`config.mk`:
```
export PLATFORM = sky130hd
export DESIGN_NAME = usr_seq
export DESIGN_NICKNAME = d
export VERILOG_FILES = /design/src/usr_pkg.sv /design/src/usr_line_filter.sv /design/src/usr_seq.sv
export SDC_FILE = /design/constraint.sdc
export NUM_CORES = 1
export LEC_CHECK = 0
export BUFFER_PORTS_ARGS = -buffer_cell sky130_fd_sc_hd__buf_2
export CORE_UTILIZATION = 45
export DETAILED_ROUTE_END_ITERATION = 10
export GPL_TIMING_DRIVEN = 1
export PLACE_DENSITY_LB_ADDON = 0.08
export SETUP_SLACK_MARGIN = 0.15
export SYNTH_ARGS = -nofsm -noshare
export SYNTH_HDL_FRONTEND = slang
export SYNTH_SLANG_ARGS = --single-unit
```
`constraint.sdc`:
```
create_clock -name aclk -period 2.4 [get_ports aclk]
set_input_delay 0.48 -clock aclk [delete_from_list [all_inputs] [get_ports aclk]]
set_output_delay 0.48 -clock aclk [all_outputs]
set_load 0.02 [all_outputs]
```
`src/usr_pkg.sv`:
```
package usr_pkg;

    // Clock rate of aclk
    localparam int CLK_MHZ = 10;

    // Register byte offsets on the AXI4-Lite port
    localparam logic [3:0] REG_CTRL_OFS = 4'h0;
    localparam logic [3:0] REG_STATUS_OFS = 4'h4;
    localparam logic [3:0] REG_EVENT_OFS = 4'h8;

    // Control register fields
    localparam int CTRL_CONNECT_BIT = 0;
    localparam int CTRL_WAKE_BIT = 1;
    localparam int CTRL_SUSPEND_BIT = 2;
    localparam logic CTRL_CONNECT_RST = 1'b0;

    // Status register fields
    localparam int STAT_STATE_LSB = 0;
    localparam int STAT_HS_BIT = 11;
    localparam int STAT_LINE_LSB = 12;
    localparam int STAT_CLK_BIT = 14;
    localparam int STAT_VBUS_BIT = 15;

    // Event register fields, write one to clear
    localparam int EVT_BUS_RESET_BIT = 0;
    localparam int EVT_HOST_RESUME_BIT = 1;
    localparam int EVT_WAKE_DONE_BIT = 2;
    localparam int EVT_HS_DONE_BIT = 3;
    localparam int EVT_FS_FALLBACK_BIT = 4;
    localparam int EVT_W = 5;
    localparam logic [EVT_W-1:0] EVT_RST = 5'h00;

    // Interval lengths in their own units
    localparam int T_DEBOUNCE_US = 100000;
    localparam int T_CHIRP_US = 1100;
    localparam int T_LISTEN_US = 2500;
    localparam int T_IDLE_US = 5000;
    localparam int T_WAKE_START_US = 9000;
    localparam int T_WAKE_K_US = 2000;
    localparam int T_FILT_NS = 2500;

    // Interval lengths in aclk cycles; least times round up
    localparam int DEBOUNCE_CYC = T_DEBOUNCE_US * CLK_MHZ;
    localparam int CHIRP_CYC = T_CHIRP_US * CLK_MHZ;
    localparam int LISTEN_CYC = T_LISTEN_US * CLK_MHZ;
    localparam int IDLE_CYC = T_IDLE_US * CLK_MHZ;
    localparam int WAKE_START_CYC = T_WAKE_START_US * CLK_MHZ;
    localparam int WAKE_K_CYC = T_WAKE_K_US * CLK_MHZ;
    localparam int FILT_CYC = (T_FILT_NS * CLK_MHZ + 999) / 1000;
    localparam int CHIRP_PAIRS = 6;

    // Transceiver and bus response encodings
    localparam logic [1:0] LS_SE0 = 2'h0;
    localparam logic [1:0] LS_J = 2'h1;
    localparam logic [1:0] LS_K = 2'h2;
    localparam logic [1:0] OPM_NORMAL = 2'h0;
    localparam logic [1:0] OPM_NODRIVE = 2'h1;
    localparam logic [1:0] OPM_RAW = 2'h2;
    localparam logic [1:0] RESP_OKAY = 2'h0;
    localparam logic [1:0] RESP_SLVERR = 2'h2;

    // Sequencer states, one-hot
    typedef enum logic [10:0] {
        ST_DETACH = 11'h001,
        ST_ATTACH = 11'h002,
        ST_RUN = 11'h004,
        ST_SUSP = 11'h008,
        ST_CLKWAIT = 11'h010,
        ST_CHIRP = 11'h020,
        ST_LISTEN = 11'h040,
        ST_WAKEWAIT = 11'h080,
        ST_WAKEK = 11'h100,
        ST_WAKEEND = 11'h200,
        ST_HRES = 11'h400
    } usr_state_t;

endpackage

```
`src/usr_line_filter.sv`:
```
`timescale 1ns/1ps
`default_nettype none

module usr_line_filter
    import usr_pkg::*;
#(
    parameter int STABLE_CYC = FILT_CYC
) (
    input wire logic aclk,
    input wire logic aresetn,
    input wire logic [1:0] line_in,
    output logic [1:0] line_out
);

    if (STABLE_CYC < 1 || STABLE_CYC > 255) begin : g_chk
        $error("usr_line_filter: STABLE_CYC out of range");
    end

    logic [1:0] last_reg;
    logic [7:0] cnt_reg;
    logic [1:0] out_reg;
    wire changed = (line_in != last_reg);
    wire settled = (cnt_reg >= 8'(STABLE_CYC - 1));

    // A line value is passed on only after it held still long enough
    always_ff @(posedge aclk) begin
        if (!aresetn) begin
            last_reg <= LS_J;
            cnt_reg <= 8'h00;
            out_reg <= LS_J;
        end else begin
            last_reg <= line_in;
            cnt_reg <= changed ? 8'h00 : (settled ? cnt_reg : cnt_reg + 8'h01);
            if (!changed && settled) begin
                out_reg <= line_in;
            end
        end
    end

    assign line_out = out_reg;

endmodule

`default_nettype wire

```
`src/usr_seq.sv`:
```
// Functional notes
// On SE0 during suspend, raise suspend pin and start handshake; pull-up on, HS terms off.
// Transceiver gives first clock within 5.6 ms, only once usable.
// Chirp K starts after first clock, before 5.8 ms from reference.
// Chirp K lasts at least 1 ms, ends before 7 ms, then listen for host.
// Transceiver clock reaches nominal accuracy by 20 ms after reference.
// Remote wake waits for at least 5 ms idle bus.
// Resume K begins within 10 ms of wake; suspend pin may rise at start.
// Resume K uses raw opmode, full-speed selects, txvalid, zero data, 1 ms minimum.
// Resume K released between 1 ms and 15 ms after start.
// Restore high-speed within 1.33 us after host SE0 ends resume.
// Full-speed device keeps term and xcvr selects high after resume.
// Host resume tracked as J-to-K then full-speed EOP on line state.
// Host resume K lasts 20 ms; suspend pin may rise at its start.
// Leave suspend on J-to-K transition, not on the SE0.
// Within 1.25 us of EOP SE0 return to pre-suspend speed.
// Full-speed resume keeps full-speed terminations on.
// High-speed resume switches terminations before SE0 expires.
// On attach set full-speed selects and pull-up, within 100 ms of VBUS.
// After 100 ms debounce, SE0 on line means bus reset, then handshake.
// Chirp K timed long enough for 1 ms even at clock tolerance.
// Host chirp K or J accepted only after 2.5 us stable line.
// All intervals come from counters sized for worst-case clock.
`timescale 1ns/1ps
`default_nettype none

module usr_seq
    import usr_pkg::*;
#(
    parameter int ADDR_W = 4,
    parameter int TIMER_W = 24,
    parameter int DEBOUNCE_CYCLES = DEBOUNCE_CYC,
    parameter int CHIRP_CYCLES = CHIRP_CYC,
    parameter int LISTEN_CYCLES = LISTEN_CYC,
    parameter int IDLE_CYCLES = IDLE_CYC,
    parameter int WAKE_START_CYCLES = WAKE_START_CYC,
    parameter int WAKE_K_CYCLES = WAKE_K_CYC
) (
    input wire logic aclk,
    input wire logic aresetn,
    // AXI4-Lite slave
    input wire logic [ADDR_W-1:0] s_axi_awaddr,
    input wire logic [2:0] s_axi_awprot,
    input wire logic s_axi_awvalid,
    output logic s_axi_awready,
    input wire logic [31:0] s_axi_wdata,
    input wire logic [3:0] s_axi_wstrb,
    input wire logic s_axi_wvalid,
    output logic s_axi_wready,
    output logic [1:0] s_axi_bresp,
    output logic s_axi_bvalid,
    input wire logic s_axi_bready,
    input wire logic [ADDR_W-1:0] s_axi_araddr,
    input wire logic [2:0] s_axi_arprot,
    input wire logic s_axi_arvalid,
    output logic s_axi_arready,
    output logic [31:0] s_axi_rdata,
    output logic [1:0] s_axi_rresp,
    output logic s_axi_rvalid,
    input wire logic s_axi_rready,
    // Transceiver side
    input wire logic vbus_valid,
    input wire logic xcvr_clkout,
    input wire logic [1:0] linestate,
    output logic suspendn,
    output logic [1:0] opmode,
    output logic xcvrselect,
    output logic termselect,
    output logic txvalid,
    output logic [7:0] tx_data
);

    if (ADDR_W < 4 || TIMER_W > 31 || DEBOUNCE_CYCLES >= (1 << TIMER_W)
        || CHIRP_CYCLES < 1 || LISTEN_CYCLES < 1 || IDLE_CYCLES < 1
        || WAKE_START_CYCLES < 1 || WAKE_K_CYCLES < 1
        || CHIRP_CYCLES >= (1 << TIMER_W) || LISTEN_CYCLES >= (1 << TIMER_W)
        || IDLE_CYCLES >= (1 << TIMER_W) || WAKE_START_CYCLES >= (1 << TIMER_W)
        || WAKE_K_CYCLES >= (1 << TIMER_W)) begin : g_chk
        $error("usr_seq: parameter out of range");
    end

    // Pin synchronisers; logic reads the second stage, and also the third stage of the clock pin
    logic [1:0] ls_s1_reg, ls_s2_reg;
    logic vb_s1_reg, vb_s2_reg, ck_s1_reg, ck_s2_reg, ck_s3_reg;
    always_ff @(posedge aclk) begin
        if (!aresetn) begin
            ls_s1_reg <= LS_J;
            ls_s2_reg <= LS_J;
            vb_s1_reg <= 1'b0;
            vb_s2_reg <= 1'b0;
            ck_s1_reg <= 1'b0;
            ck_s2_reg <= 1'b0;
            ck_s3_reg <= 1'b0;
        end else begin
            ls_s1_reg <= linestate;
            ls_s2_reg <= ls_s1_reg;
            vb_s1_reg <= vbus_valid;
            vb_s2_reg <= vb_s1_reg;
            ck_s1_reg <= xcvr_clkout;
            ck_s2_reg <= ck_s1_reg;
            ck_s3_reg <= ck_s2_reg;
        end
    end

    // Filtered line for chirp and reset decisions
    logic [1:0] ls_filt;
    usr_line_filter #(
        .STABLE_CYC(FILT_CYC)
    ) u_filt (
        .aclk(aclk),
        .aresetn(aresetn),
        .line_in(ls_s2_reg),
        .line_out(ls_filt)
    );

    // Register state and sequencer state
    usr_state_t state_reg, state_next;
    logic [TIMER_W-1:0] timer_reg;
    logic connect_reg, hs_mode_reg, hs_mode_next, clk_seen_reg, wake_pend_reg;
    logic [EVT_W-1:0] evt_reg, evt_set;
    logic [1:0] filt_prev_reg, ls_prev_reg;
    logic [2:0] chirp_cnt_reg;
    logic aw_hold_reg, w_hold_reg, bvalid_reg, rvalid_reg;
    logic [ADDR_W-1:0] awaddr_reg;
    logic [31:0] wdata_reg, rdata_reg;
    logic [3:0] wstrb_reg;
    logic [1:0] bresp_reg, rresp_reg;

    // Unit that turns a cycle count into a reached flag
    function automatic logic reached(input logic [TIMER_W-1:0] t, input int n);
        reached = (t >= TIMER_W'(n - 1));
    endfunction

    function automatic logic mapped(input logic [ADDR_W-1:0] a);
        mapped = (a[3:0] == REG_CTRL_OFS) || (a[3:0] == REG_STATUS_OFS)
            || (a[3:0] == REG_EVENT_OFS);
    endfunction

    // Write channel decode; address and data may arrive in either order
    assign s_axi_awready = !aw_hold_reg && !bvalid_reg;
    assign s_axi_wready = !w_hold_reg && !bvalid_reg;
    wire aw_take = s_axi_awvalid && s_axi_awready;
    wire w_take = s_axi_wvalid && s_axi_wready;
    wire [ADDR_W-1:0] wr_addr = aw_hold_reg ? awaddr_reg : s_axi_awaddr;
    wire [31:0] wr_data = w_hold_reg ? wdata_reg : s_axi_wdata;
    wire [3:0] wr_strb = w_hold_reg ? wstrb_reg : s_axi_wstrb;
    wire do_write = (aw_hold_reg || aw_take) && (w_hold_reg || w_take) && !bvalid_reg;
    wire wr_lane0 = do_write && wr_strb[0];
    wire wr_ctrl = wr_lane0 && (wr_addr[3:0] == REG_CTRL_OFS);
    wire wr_evt = wr_lane0 && (wr_addr[3:0] == REG_EVENT_OFS);
    wire wake_cmd = wr_ctrl && wr_data[CTRL_WAKE_BIT];
    wire suspend_cmd = wr_ctrl && wr_data[CTRL_SUSPEND_BIT];
    wire [EVT_W-1:0] evt_clr = wr_evt ? wr_data[EVT_W-1:0] : '0;

    // Read channel decode
    assign s_axi_arready = !rvalid_reg;
    wire ar_take = s_axi_arvalid && s_axi_arready;
    wire [31:0] status_word = {16'h0000, vb_s2_reg, clk_seen_reg, ls_s2_reg,
        hs_mode_reg, state_reg};
    wire [31:0] rd_word = (s_axi_araddr[3:0] == REG_CTRL_OFS) ? {31'h0, connect_reg}
        : (s_axi_araddr[3:0] == REG_STATUS_OFS) ? status_word
        : (s_axi_araddr[3:0] == REG_EVENT_OFS) ? {27'h0, evt_reg} : 32'h0;

    // Bus slave registers
    always_ff @(posedge aclk) begin
        if (!aresetn) begin
            aw_hold_reg <= 1'b0;
            w_hold_reg <= 1'b0;
            bvalid_reg <= 1'b0;
            rvalid_reg <= 1'b0;
            awaddr_reg <= '0;
            wdata_reg <= 32'h00000000;
            wstrb_reg <= 4'h0;
            bresp_reg <= RESP_OKAY;
            rresp_reg <= RESP_OKAY;
            rdata_reg <= 32'h00000000;
        end else begin
            aw_hold_reg <= (aw_hold_reg || aw_take) && !do_write;
            w_hold_reg <= (w_hold_reg || w_take) && !do_write;
            if (aw_take) begin
                awaddr_reg <= s_axi_awaddr;
            end
            if (w_take) begin
                wdata_reg <= s_axi_wdata;
                wstrb_reg <= s_axi_wstrb;
            end
            if (do_write) begin
                bvalid_reg <= 1'b1;
                bresp_reg <= mapped(wr_addr) ? RESP_OKAY : RESP_SLVERR;
            end else if (s_axi_bready) begin
                bvalid_reg <= 1'b0;
            end
            if (ar_take) begin
                rvalid_reg <= 1'b1;
                rdata_reg <= rd_word;
                rresp_reg <= mapped(s_axi_araddr) ? RESP_OKAY : RESP_SLVERR;
            end else if (s_axi_rready) begin
                rvalid_reg <= 1'b0;
            end
        end
    end

    assign s_axi_bvalid = bvalid_reg;
    assign s_axi_bresp = bresp_reg;
    assign s_axi_rvalid = rvalid_reg;
    assign s_axi_rdata = rdata_reg;
    assign s_axi_rresp = rresp_reg;

    // Line conditions seen by the sequencer
    wire online = connect_reg && vb_s2_reg;
    wire ck_edge = (ck_s2_reg != ck_s3_reg);
    wire raw_se0 = (ls_s2_reg == LS_SE0);
    wire j_to_k = (ls_prev_reg == LS_J) && (ls_s2_reg == LS_K);
    wire filt_new = (ls_filt != filt_prev_reg);
    wire [1:0] chirp_want = chirp_cnt_reg[0] ? LS_J : LS_K;
    wire chirp_hit = filt_new && (ls_filt == chirp_want);

    // Sequencer next state
    always_comb begin
        state_next = state_reg;
        hs_mode_next = hs_mode_reg;
        evt_set = '0;
        case (state_reg)
            ST_DETACH: begin
                hs_mode_next = 1'b0;
                if (online) begin
                    state_next = ST_ATTACH;
                end
            end
            ST_ATTACH: begin
                if (reached(timer_reg, DEBOUNCE_CYCLES)) begin
                    if (ls_filt == LS_SE0) begin
                        state_next = ST_CHIRP;
                        evt_set[EVT_BUS_RESET_BIT] = 1'b1;
                    end else begin
                        state_next = ST_RUN;
                    end
                end
            end
            ST_RUN: begin
                if (!hs_mode_reg && ls_filt == LS_SE0) begin
                    state_next = ST_CHIRP;
                    evt_set[EVT_BUS_RESET_BIT] = 1'b1;
                end else if (suspend_cmd) begin
                    state_next = ST_SUSP;
                end
            end
            ST_SUSP: begin
                if (raw_se0) begin
                    state_next = ST_CLKWAIT;
                    hs_mode_next = 1'b0;
                    evt_set[EVT_BUS_RESET_BIT] = 1'b1;
                end else if (j_to_k) begin
                    state_next = ST_HRES;
                end else if (wake_pend_reg && reached(timer_reg, IDLE_CYCLES)) begin
                    state_next = ST_WAKEWAIT;
                end
            end
            ST_CLKWAIT: begin
                if (clk_seen_reg) begin
                    state_next = ST_CHIRP;
                end
            end
            ST_CHIRP: begin
                hs_mode_next = 1'b0;
                if (reached(timer_reg, CHIRP_CYCLES)) begin
                    state_next = ST_LISTEN;
                end
            end
            ST_LISTEN: begin
                if (chirp_hit && chirp_cnt_reg == 3'(CHIRP_PAIRS - 1)) begin
                    state_next = ST_RUN;
                    hs_mode_next = 1'b1;
                    evt_set[EVT_HS_DONE_BIT] = 1'b1;
                end else if (reached(timer_reg, LISTEN_CYCLES)) begin
                    state_next = ST_RUN;
                    evt_set[EVT_FS_FALLBACK_BIT] = 1'b1;
                end
            end
            ST_WAKEWAIT: begin
                if (clk_seen_reg || reached(timer_reg, WAKE_START_CYCLES)) begin
                    state_next = ST_WAKEK;
                end
            end
            ST_WAKEK: begin
                if (reached(timer_reg, WAKE_K_CYCLES)) begin
                    state_next = ST_WAKEEND;
                end
            end
            ST_WAKEEND, ST_HRES: begin
                if (raw_se0) begin
                    state_next = ST_RUN;
                    evt_set[EVT_HOST_RESUME_BIT] = (state_reg == ST_HRES);
                    evt_set[EVT_WAKE_DONE_BIT] = (state_reg == ST_WAKEEND);
                end
            end
            default: begin
                state_next = ST_DETACH;
            end
        endcase
        if (!online) begin
            state_next = ST_DETACH;
        end
    end

    // Transceiver controls for the coming state
    wire nx_susp = (state_next == ST_SUSP);
    wire nx_raw = (state_next == ST_CHIRP) || (state_next == ST_WAKEK);
    wire nx_hs_sel = (state_next == ST_CHIRP) || (state_next == ST_LISTEN)
        || ((state_next == ST_RUN || nx_susp) && hs_mode_next);
    wire nx_hs_term = (state_next == ST_RUN || nx_susp) && hs_mode_next;
    wire [1:0] nx_opmode = (state_next == ST_DETACH) ? OPM_NODRIVE
        : nx_raw ? OPM_RAW : OPM_NORMAL;

    // Sequencer registers; outputs come from flip-flops
    always_ff @(posedge aclk) begin
        if (!aresetn) begin
            state_reg <= ST_DETACH;
            timer_reg <= '0;
            hs_mode_reg <= 1'b0;
            clk_seen_reg <= 1'b0;
            wake_pend_reg <= 1'b0;
            connect_reg <= CTRL_CONNECT_RST;
            evt_reg <= EVT_RST;
            filt_prev_reg <= LS_J;
            ls_prev_reg <= LS_J;
            chirp_cnt_reg <= 3'h0;
            suspendn <= 1'b1;
            opmode <= OPM_NODRIVE;
            xcvrselect <= 1'b1;
            termselect <= 1'b1;
            txvalid <= 1'b0;
            tx_data <= 8'h00;
        end else begin
            state_reg <= state_next;
            // Saturates, so a long stay never wraps into a false expiry
            if (state_next != state_reg) begin
                timer_reg <= '0;
            end else if (timer_reg != '1) begin
                timer_reg <= timer_reg + TIMER_W'(1);
            end
            hs_mode_reg <= hs_mode_next;
            // Clock presence is only judged after the suspend pin rises
            clk_seen_reg <= nx_susp ? 1'b0 : (clk_seen_reg || ck_edge);
            if (wake_cmd) begin
                wake_pend_reg <= 1'b1;
            end else if (state_reg == ST_WAKEWAIT || state_reg == ST_DETACH) begin
                wake_pend_reg <= 1'b0;
            end
            if (wr_ctrl) begin
                connect_reg <= wr_data[CTRL_CONNECT_BIT];
            end
            // Hardware set wins over a software clear in the same cycle
            evt_reg <= (evt_reg & ~evt_clr) | evt_set;
            filt_prev_reg <= ls_filt;
            ls_prev_reg <= ls_s2_reg;
            if (state_reg != ST_LISTEN) begin
                chirp_cnt_reg <= 3'h0;
            end else if (chirp_hit) begin
                chirp_cnt_reg <= chirp_cnt_reg + 3'h1;
            end
            suspendn <= !nx_susp;
            opmode <= nx_opmode;
            xcvrselect <= !nx_hs_sel;
            termselect <= !nx_hs_term;
            txvalid <= nx_raw;
            tx_data <= 8'h00;
        end
    end

endmodule

`default_nettype wire

```
---- After elaboration in Yosys (flattened, before gate mapping) ----
Cells that the tools add are included.
word-level totals
  flip-flop bits (word level) ............. 126
  output and inout port bits .............. 55
  word-level logic and storage cells ...... 185
cells by class
  $add $sub $neg .......................... 3
  order comparisons ....................... 7
  eq/ne operators ......................... 31
  muxes and demuxes ....................... 47
  bitwise operators ....................... 4
  reductions and logical operators ........ 59
operators by type and width
  cell                   number
  $mux 11                14
  $pmux 11 s10           1
  $ge 24x15->1 const B   2
  $mux 16                2
  $add 24x1->24 const B  1
  $ge 24x14->1 const B   1
  $ge 24x16->1 const B   1
  $ge 24x17->1 const B   1
  $ge 24x20->1 const B   1
  $ne 24x24->1 const B   1
  $eq 11x1->1 const B    2
  $eq 11x3->1 const B    2
  $eq 11x4->1 const B    2
  $eq 11x6->1 const B    2
  $eq 11x7->1 const B    2
  $eq 11x9->1 const B    2
  $logic_and 1x1->1      22
  $mux 1                 16
  $mux 5                 3
  $mux 2                 7
  $reduce_or 2->1        7
  $logic_or 1x1->1       13
  $eq 11x10->1 const B   1
  $eq 11x11->1 const B   1
  other kinds (27)       44

---- Longest topological paths before layout ----
  depth in word-level cells ............... 18
  mapped depth ............................ 11

---- Hierarchy ----
From an unflattened synthesis, not the netlist that was laid out.
unflattened totals
  cells, all modules ...................... 675
  area, all modules ....................... 6047.0 µm²
by module, submodules not included
  module           instances  cells an instance  area each (µm²)
  usr_seq          1          626                5567.8
  usr_line_filter  1          49                 479.2

---- Least setup slack after synthesis ----
Ideal clock, no wire load.
  path type ............................... input port to flip-flop
  start ................................... input port s_axi_awaddr[0]
  end ..................................... register timer_reg[6]
  setup time .............................. 0.116 ns
  data arrival time ....................... 2.448 ns
  path slack .............................. -0.164 ns
  stages on the path ...................... 9
  path buffers ............................ 1
  cell sequence ........................... or3_1 > a211oi_2 > nand2_1 > or3_1 > nor4b_1 > a211oi_2 > a211o_4 > buf_8 > nor3_2
between the ends
  cells in the longest elaborated chain, start to end .. 10
RTL lines
  element                           RTL line        RTL
  from (decl)                       usr_seq.sv:42   input wire logic [ADDR_W-1:0] s_axi_awaddr,
  $mux 4                            usr_seq.sv:144  wire [ADDR_W-1:0] wr_addr = aw_hold_reg ? awaddr_reg : s_axi_awaddr;
  $logic_not 4->1                   usr_seq.sv:149  wire wr_ctrl = wr_lane0 && (wr_addr[3:0] == REG_CTRL_OFS);
  $logic_and 1x1->1                 usr_seq.sv:149
  $logic_and 1x1->1                 usr_seq.sv:152  wire suspend_cmd = wr_ctrl && wr_data[CTRL_SUSPEND_BIT];
  $mux 11                           usr_seq.sv:244  end else if (suspend_cmd) begin
  $mux 11                           usr_seq.sv:241  if (!hs_mode_reg && ls_filt == LS_SE0) begin
  $pmux 11 s10                      usr_seq.sv:223  case (state_reg)
  $mux 11                           usr_seq.sv:301  if (!online) begin
  $ne 11x11->1                      usr_seq.sv:337  if (state_next != state_reg) begin
  $reduce_or 2->1 (no source line)  --
  to (signal assigned)              usr_seq.sv:340  timer_reg <= timer_reg + TIMER_W'(1);
  to (decl)                         usr_seq.sv:118  logic [TIMER_W-1:0] timer_reg;
No other way between the ends.
A chain may end at the register's enable or synchronous reset.

---- Final worst setup path ----
  start ................................... register timer_reg[1]
  end ..................................... register timer_reg[16]
between the ends
  cells in the longest elaborated chain, start to end .. 9
RTL lines
  element                           RTL line        RTL
  $ge 24x16->1                      usr_seq.sv:131  reached = (t >= TIMER_W'(n - 1));
  $logic_and 1x1->1                 usr_seq.sv:255  end else if (wake_pend_reg && reached(timer_reg, IDLE_CYCLES)) begin
  $mux 11                           usr_seq.sv:255
  $mux 11                           usr_seq.sv:253  end else if (j_to_k) begin
  $mux 11                           usr_seq.sv:249  if (raw_se0) begin
  $pmux 11 s10                      usr_seq.sv:223
  $mux 11                           usr_seq.sv:301
  $ne 11x11->1                      usr_seq.sv:337
  $reduce_or 2->1 (no source line)  --
Parallel ways exist; a longest one is shown, timed or not.

==> out/results.tsv <==
metric	value	unit
number of global-route vias before repair	4962	
Max Cap Viol	0	
layout cell share with drive strength beyond 1	37.71	%
dpl hpwl	11.48	mm
Final setup viols	27	
Synth warnings	0	
Clock transition at path regs	70	ps
main combinational cell family by area after synthesis	simple AND/OR/NAND/NOR gates	
clock root buffer	clkbuf_16	
failing checks	negative setup slack	
clock sinks	108	
flops & latches, synth	108	
worst-case reg-to-reg path depth	10	
Antenna diodes	0	
Finished Cell Area	7690	um^2
Hold Startpoint	linestate[0]	
VDD IR max	418.8	uV
worst path required time	2670	ps
RD Place Congestion	0.9400	
TritonCTS clock tree	yes	
PD cells	474.6	nW/um^2
final wirelength	15.07	mm
initial antenna violation count	0	
post-route ant nets	0	
Crit Path Max Fanout	9	
Clk Latency, worst-skew pair	360	ps
Initial Utilization	46.90	%
port bufs	53	
Final Max Slew Viols	0	
Largest register FFs	24	
Setup crit start kind	register	
largest net degree at the start of global routing	40	
reg-to-reg critical path startpoint	timer_reg[1]$_SDFFE_PP0P_	
TNS Setup	-3379	ps
mean post-synth cell area	8.735	um^2
R2R Setup Slk	-180	ps
Critical Path End Type	register	
RSZ-0062 raised after global routing	yes	
XOR/XNOR Fraction of Synth Area	4.453	%
CTS HTree Levels	3	
static leakage	3.148	nW
routed vias/inst	5.188	
Max Root-Sink Buffers	2	
count of hold buffers inserted by post-cts repair	0	
status	finished with violations	
crit path launch	timer_reg[1]$_SDFFE_PP0P_	
drt drc	0	
I/O Pins	116	
Mapped Area	5704	um^2
CTS buffer count	9	
fin crit period	2577	ps
post-synthesis mux area share	4.277	%
fmax	0.3880	GHz
TritonRoute pass-1 iters	4	
DRT iter0 DRCs	228	
post-synthesis async set-or-reset flop share	0	%
WP data arrival	2850	ps
Fill cells	1072	
WHS Path Cells	2	
Area Growth Syn to Fin	34.81	%
grt total ovfl	0	
Synth Area in Simple Gates	29.22	%
Worst Hold Class	in -> reg	
fraction of the mapped netlist area in adder cells	1.097	%
Total GRT Usage	23.45	%
Post-synth EDFFs	0	
dpl cell area	7043	um^2
final core utilization	63.23	%
via count	5219	
WS Path Type	reg -> reg	
first-pass GRT wire length	23.66	mm
Die Width	114.6	um
post-route setup slack	-177.3	ps
Yosys cell types	75	
area occupied by multi-input gates	3448	um^2
compound-cell area share of the yosys netlist	14.98	%
worst hold margin	298.0	ps
routed length per placed instance	14.98	um
# nets final	899	
Period Utilization, post-route	107.4	%
register area	2187	um^2
Core ar.	12160	um^2
Primary FF master, synth	dfxtp_1	
register area share after synthesis	37.90	%
die area	13130	um^2
Fin. Hold Viols	0	
cell count after synthesis	653	
chip height	114.6	um
clk_skew	8.489	ps
row cnt	40	
-- synthesized netlist by cell type (all sizes together) (4+ instances only) --
library cell / count / area [um^2]
buf: 39 / 310.3
nand2b: 10 / 62.56
and3: 12 / 75.07
nor4b: 6 / 52.55
and2: 15 / 93.84
nand4: 14 / 87.58
a21o: 5 / 37.54
nor4: 8 / 77.57
a22oi: 17 / 127.6
a21oi: 19 / 95.09
xnor2: 6 / 52.55
inv: 16 / 60.06
clkbuf: 23 / 86.33
a22o: 4 / 35.03
nand3: 15 / 75.07
nor2: 81 / 304.0
mux2i: 21 / 210.2
ha: 5 / 62.56
o21a: 4 / 30.03
nand2: 47 / 181.4
xor2: 23 / 201.4
a211oi: 10 / 85.08
o21ai: 21 / 105.1
or4: 4 / 33.78
and4: 4 / 35.03
nor2b: 13 / 81.33
a31oi: 8 / 50.05
dfxtp: 108 / 2162
or3: 6 / 42.54
o211ai: 6 / 58.81
nor3: 37 / 296.5
-- power breakdown --
group / internal (mW) / switching, mW / total (mW)
registers: 1.83 / 0.0296 / 1.86
logic: 0.132 / 0.193 / 0.325
clock network: 0.774 / 0.693 / 1.47
total: 2.73 / 0.916 / 3.65
-- layer usage --
layer | global-route usage [%] | vias up | routed length, um
li1 | - | 2631 | -
met1 | 27.72 | 2446 | 6657
met2 | 40.53 | 112 | 7368
met3 | 5.241 | 30 | 599
met4 | 10.56 | 0 | 439
met5 | 0 | - | 0
-- final cells by class --
| type | count | share of cell area, % |
|---|---|---|
| clock buffer | 11 | 3.287 |
| clock inverter | 5 | 0.5369 |
| inverter | 16 | 0.7810 |
| multi-input combinational | 492 | 44.84 |
| sequential | 108 | 28.44 |
| tap | 168 | 2.733 |
| timing repair buffer | 206 | 19.38 |
-- worst max-delay path, cell delays in order, from the launching register on --
cell and delay (ps):
dfxtp_2 320, ha_2 210, and3_4 210, a211oi_1 360
o2111ai_1 190, nand2b_1 130, nor3b_2 210, nand4b_1 160
a211o_4 410, buf_12 170, nor4_2 120
-- final timing paths --
path,endpoint
worst min register to register,ls_s2_reg[0]$_SDFF_PN1_
worst max-delay path,timer_reg[16]$_SDFFE_PP0P_
worst max register to register,timer_reg[16]$_SDFFE_PP0P_
worst min-delay path,ls_s1_reg[0]$_SDFF_PN1_
-- through the flow --
stage	setup slack [ps]	power, mW	cells
2_1_floorplan	-44.97	2.143	678
3_3_place_gp	-246.5	2.216	980
3_5_place_dp	-245.0	2.225	980
4_1_cts	-153.4	3.694	999
5_1_grt	-282.3	3.793	1006
6_report	-177.3	3.650	1006
-- cell usage in the layout (no fill, tap or decap), drive strengths merged, types with 3 or more instances in the layout --
master,Yosys,final
a211oi,10,10
nor2,81,81
nor3,37,37
nor3b,3,3
and3,12,12
a21oi,19,19
or3,6,6
ha,5,5
clkbuf,23,11
nand2b,10,10
mux2,3,3
and4,4,4
conb,1,26
a22o,4,4
and2,15,15
a31oi,8,8
dfxtp,108,108
nor4,8,8
o211ai,6,6
nand4,14,14
xnor2,6,6
nand2,47,47
a22oi,17,17
a2111oi,3,3
nor4b,6,6
a21o,5,5
nor2b,13,13
o21a,4,4
inv,16,19
o21ai,21,21
xor2,23,23
nand3,15,15
buf,39,206
or4,4,4
or2,3,3
mux2i,21,21
-- cell families after synthesis --
group	after synthesis
buf+inv	78
xor+xnor	29
mux	24
flops	108
other cells	1
fa+ha+maj	5
compound gates	116
simple gates	292
-- repair_timing --
| item | CTS | global route |
|---|---|---|
| endpoints found under the setup margin | 40 | 34 |
| gates cloned | 0 | 0 |
| setup buffers | 3 | 7 |
| pin swaps | 8 | 13 |
| gates resized for setup | 46 | 22 |
No activity file was read; power rests on OpenSTA's default activity.
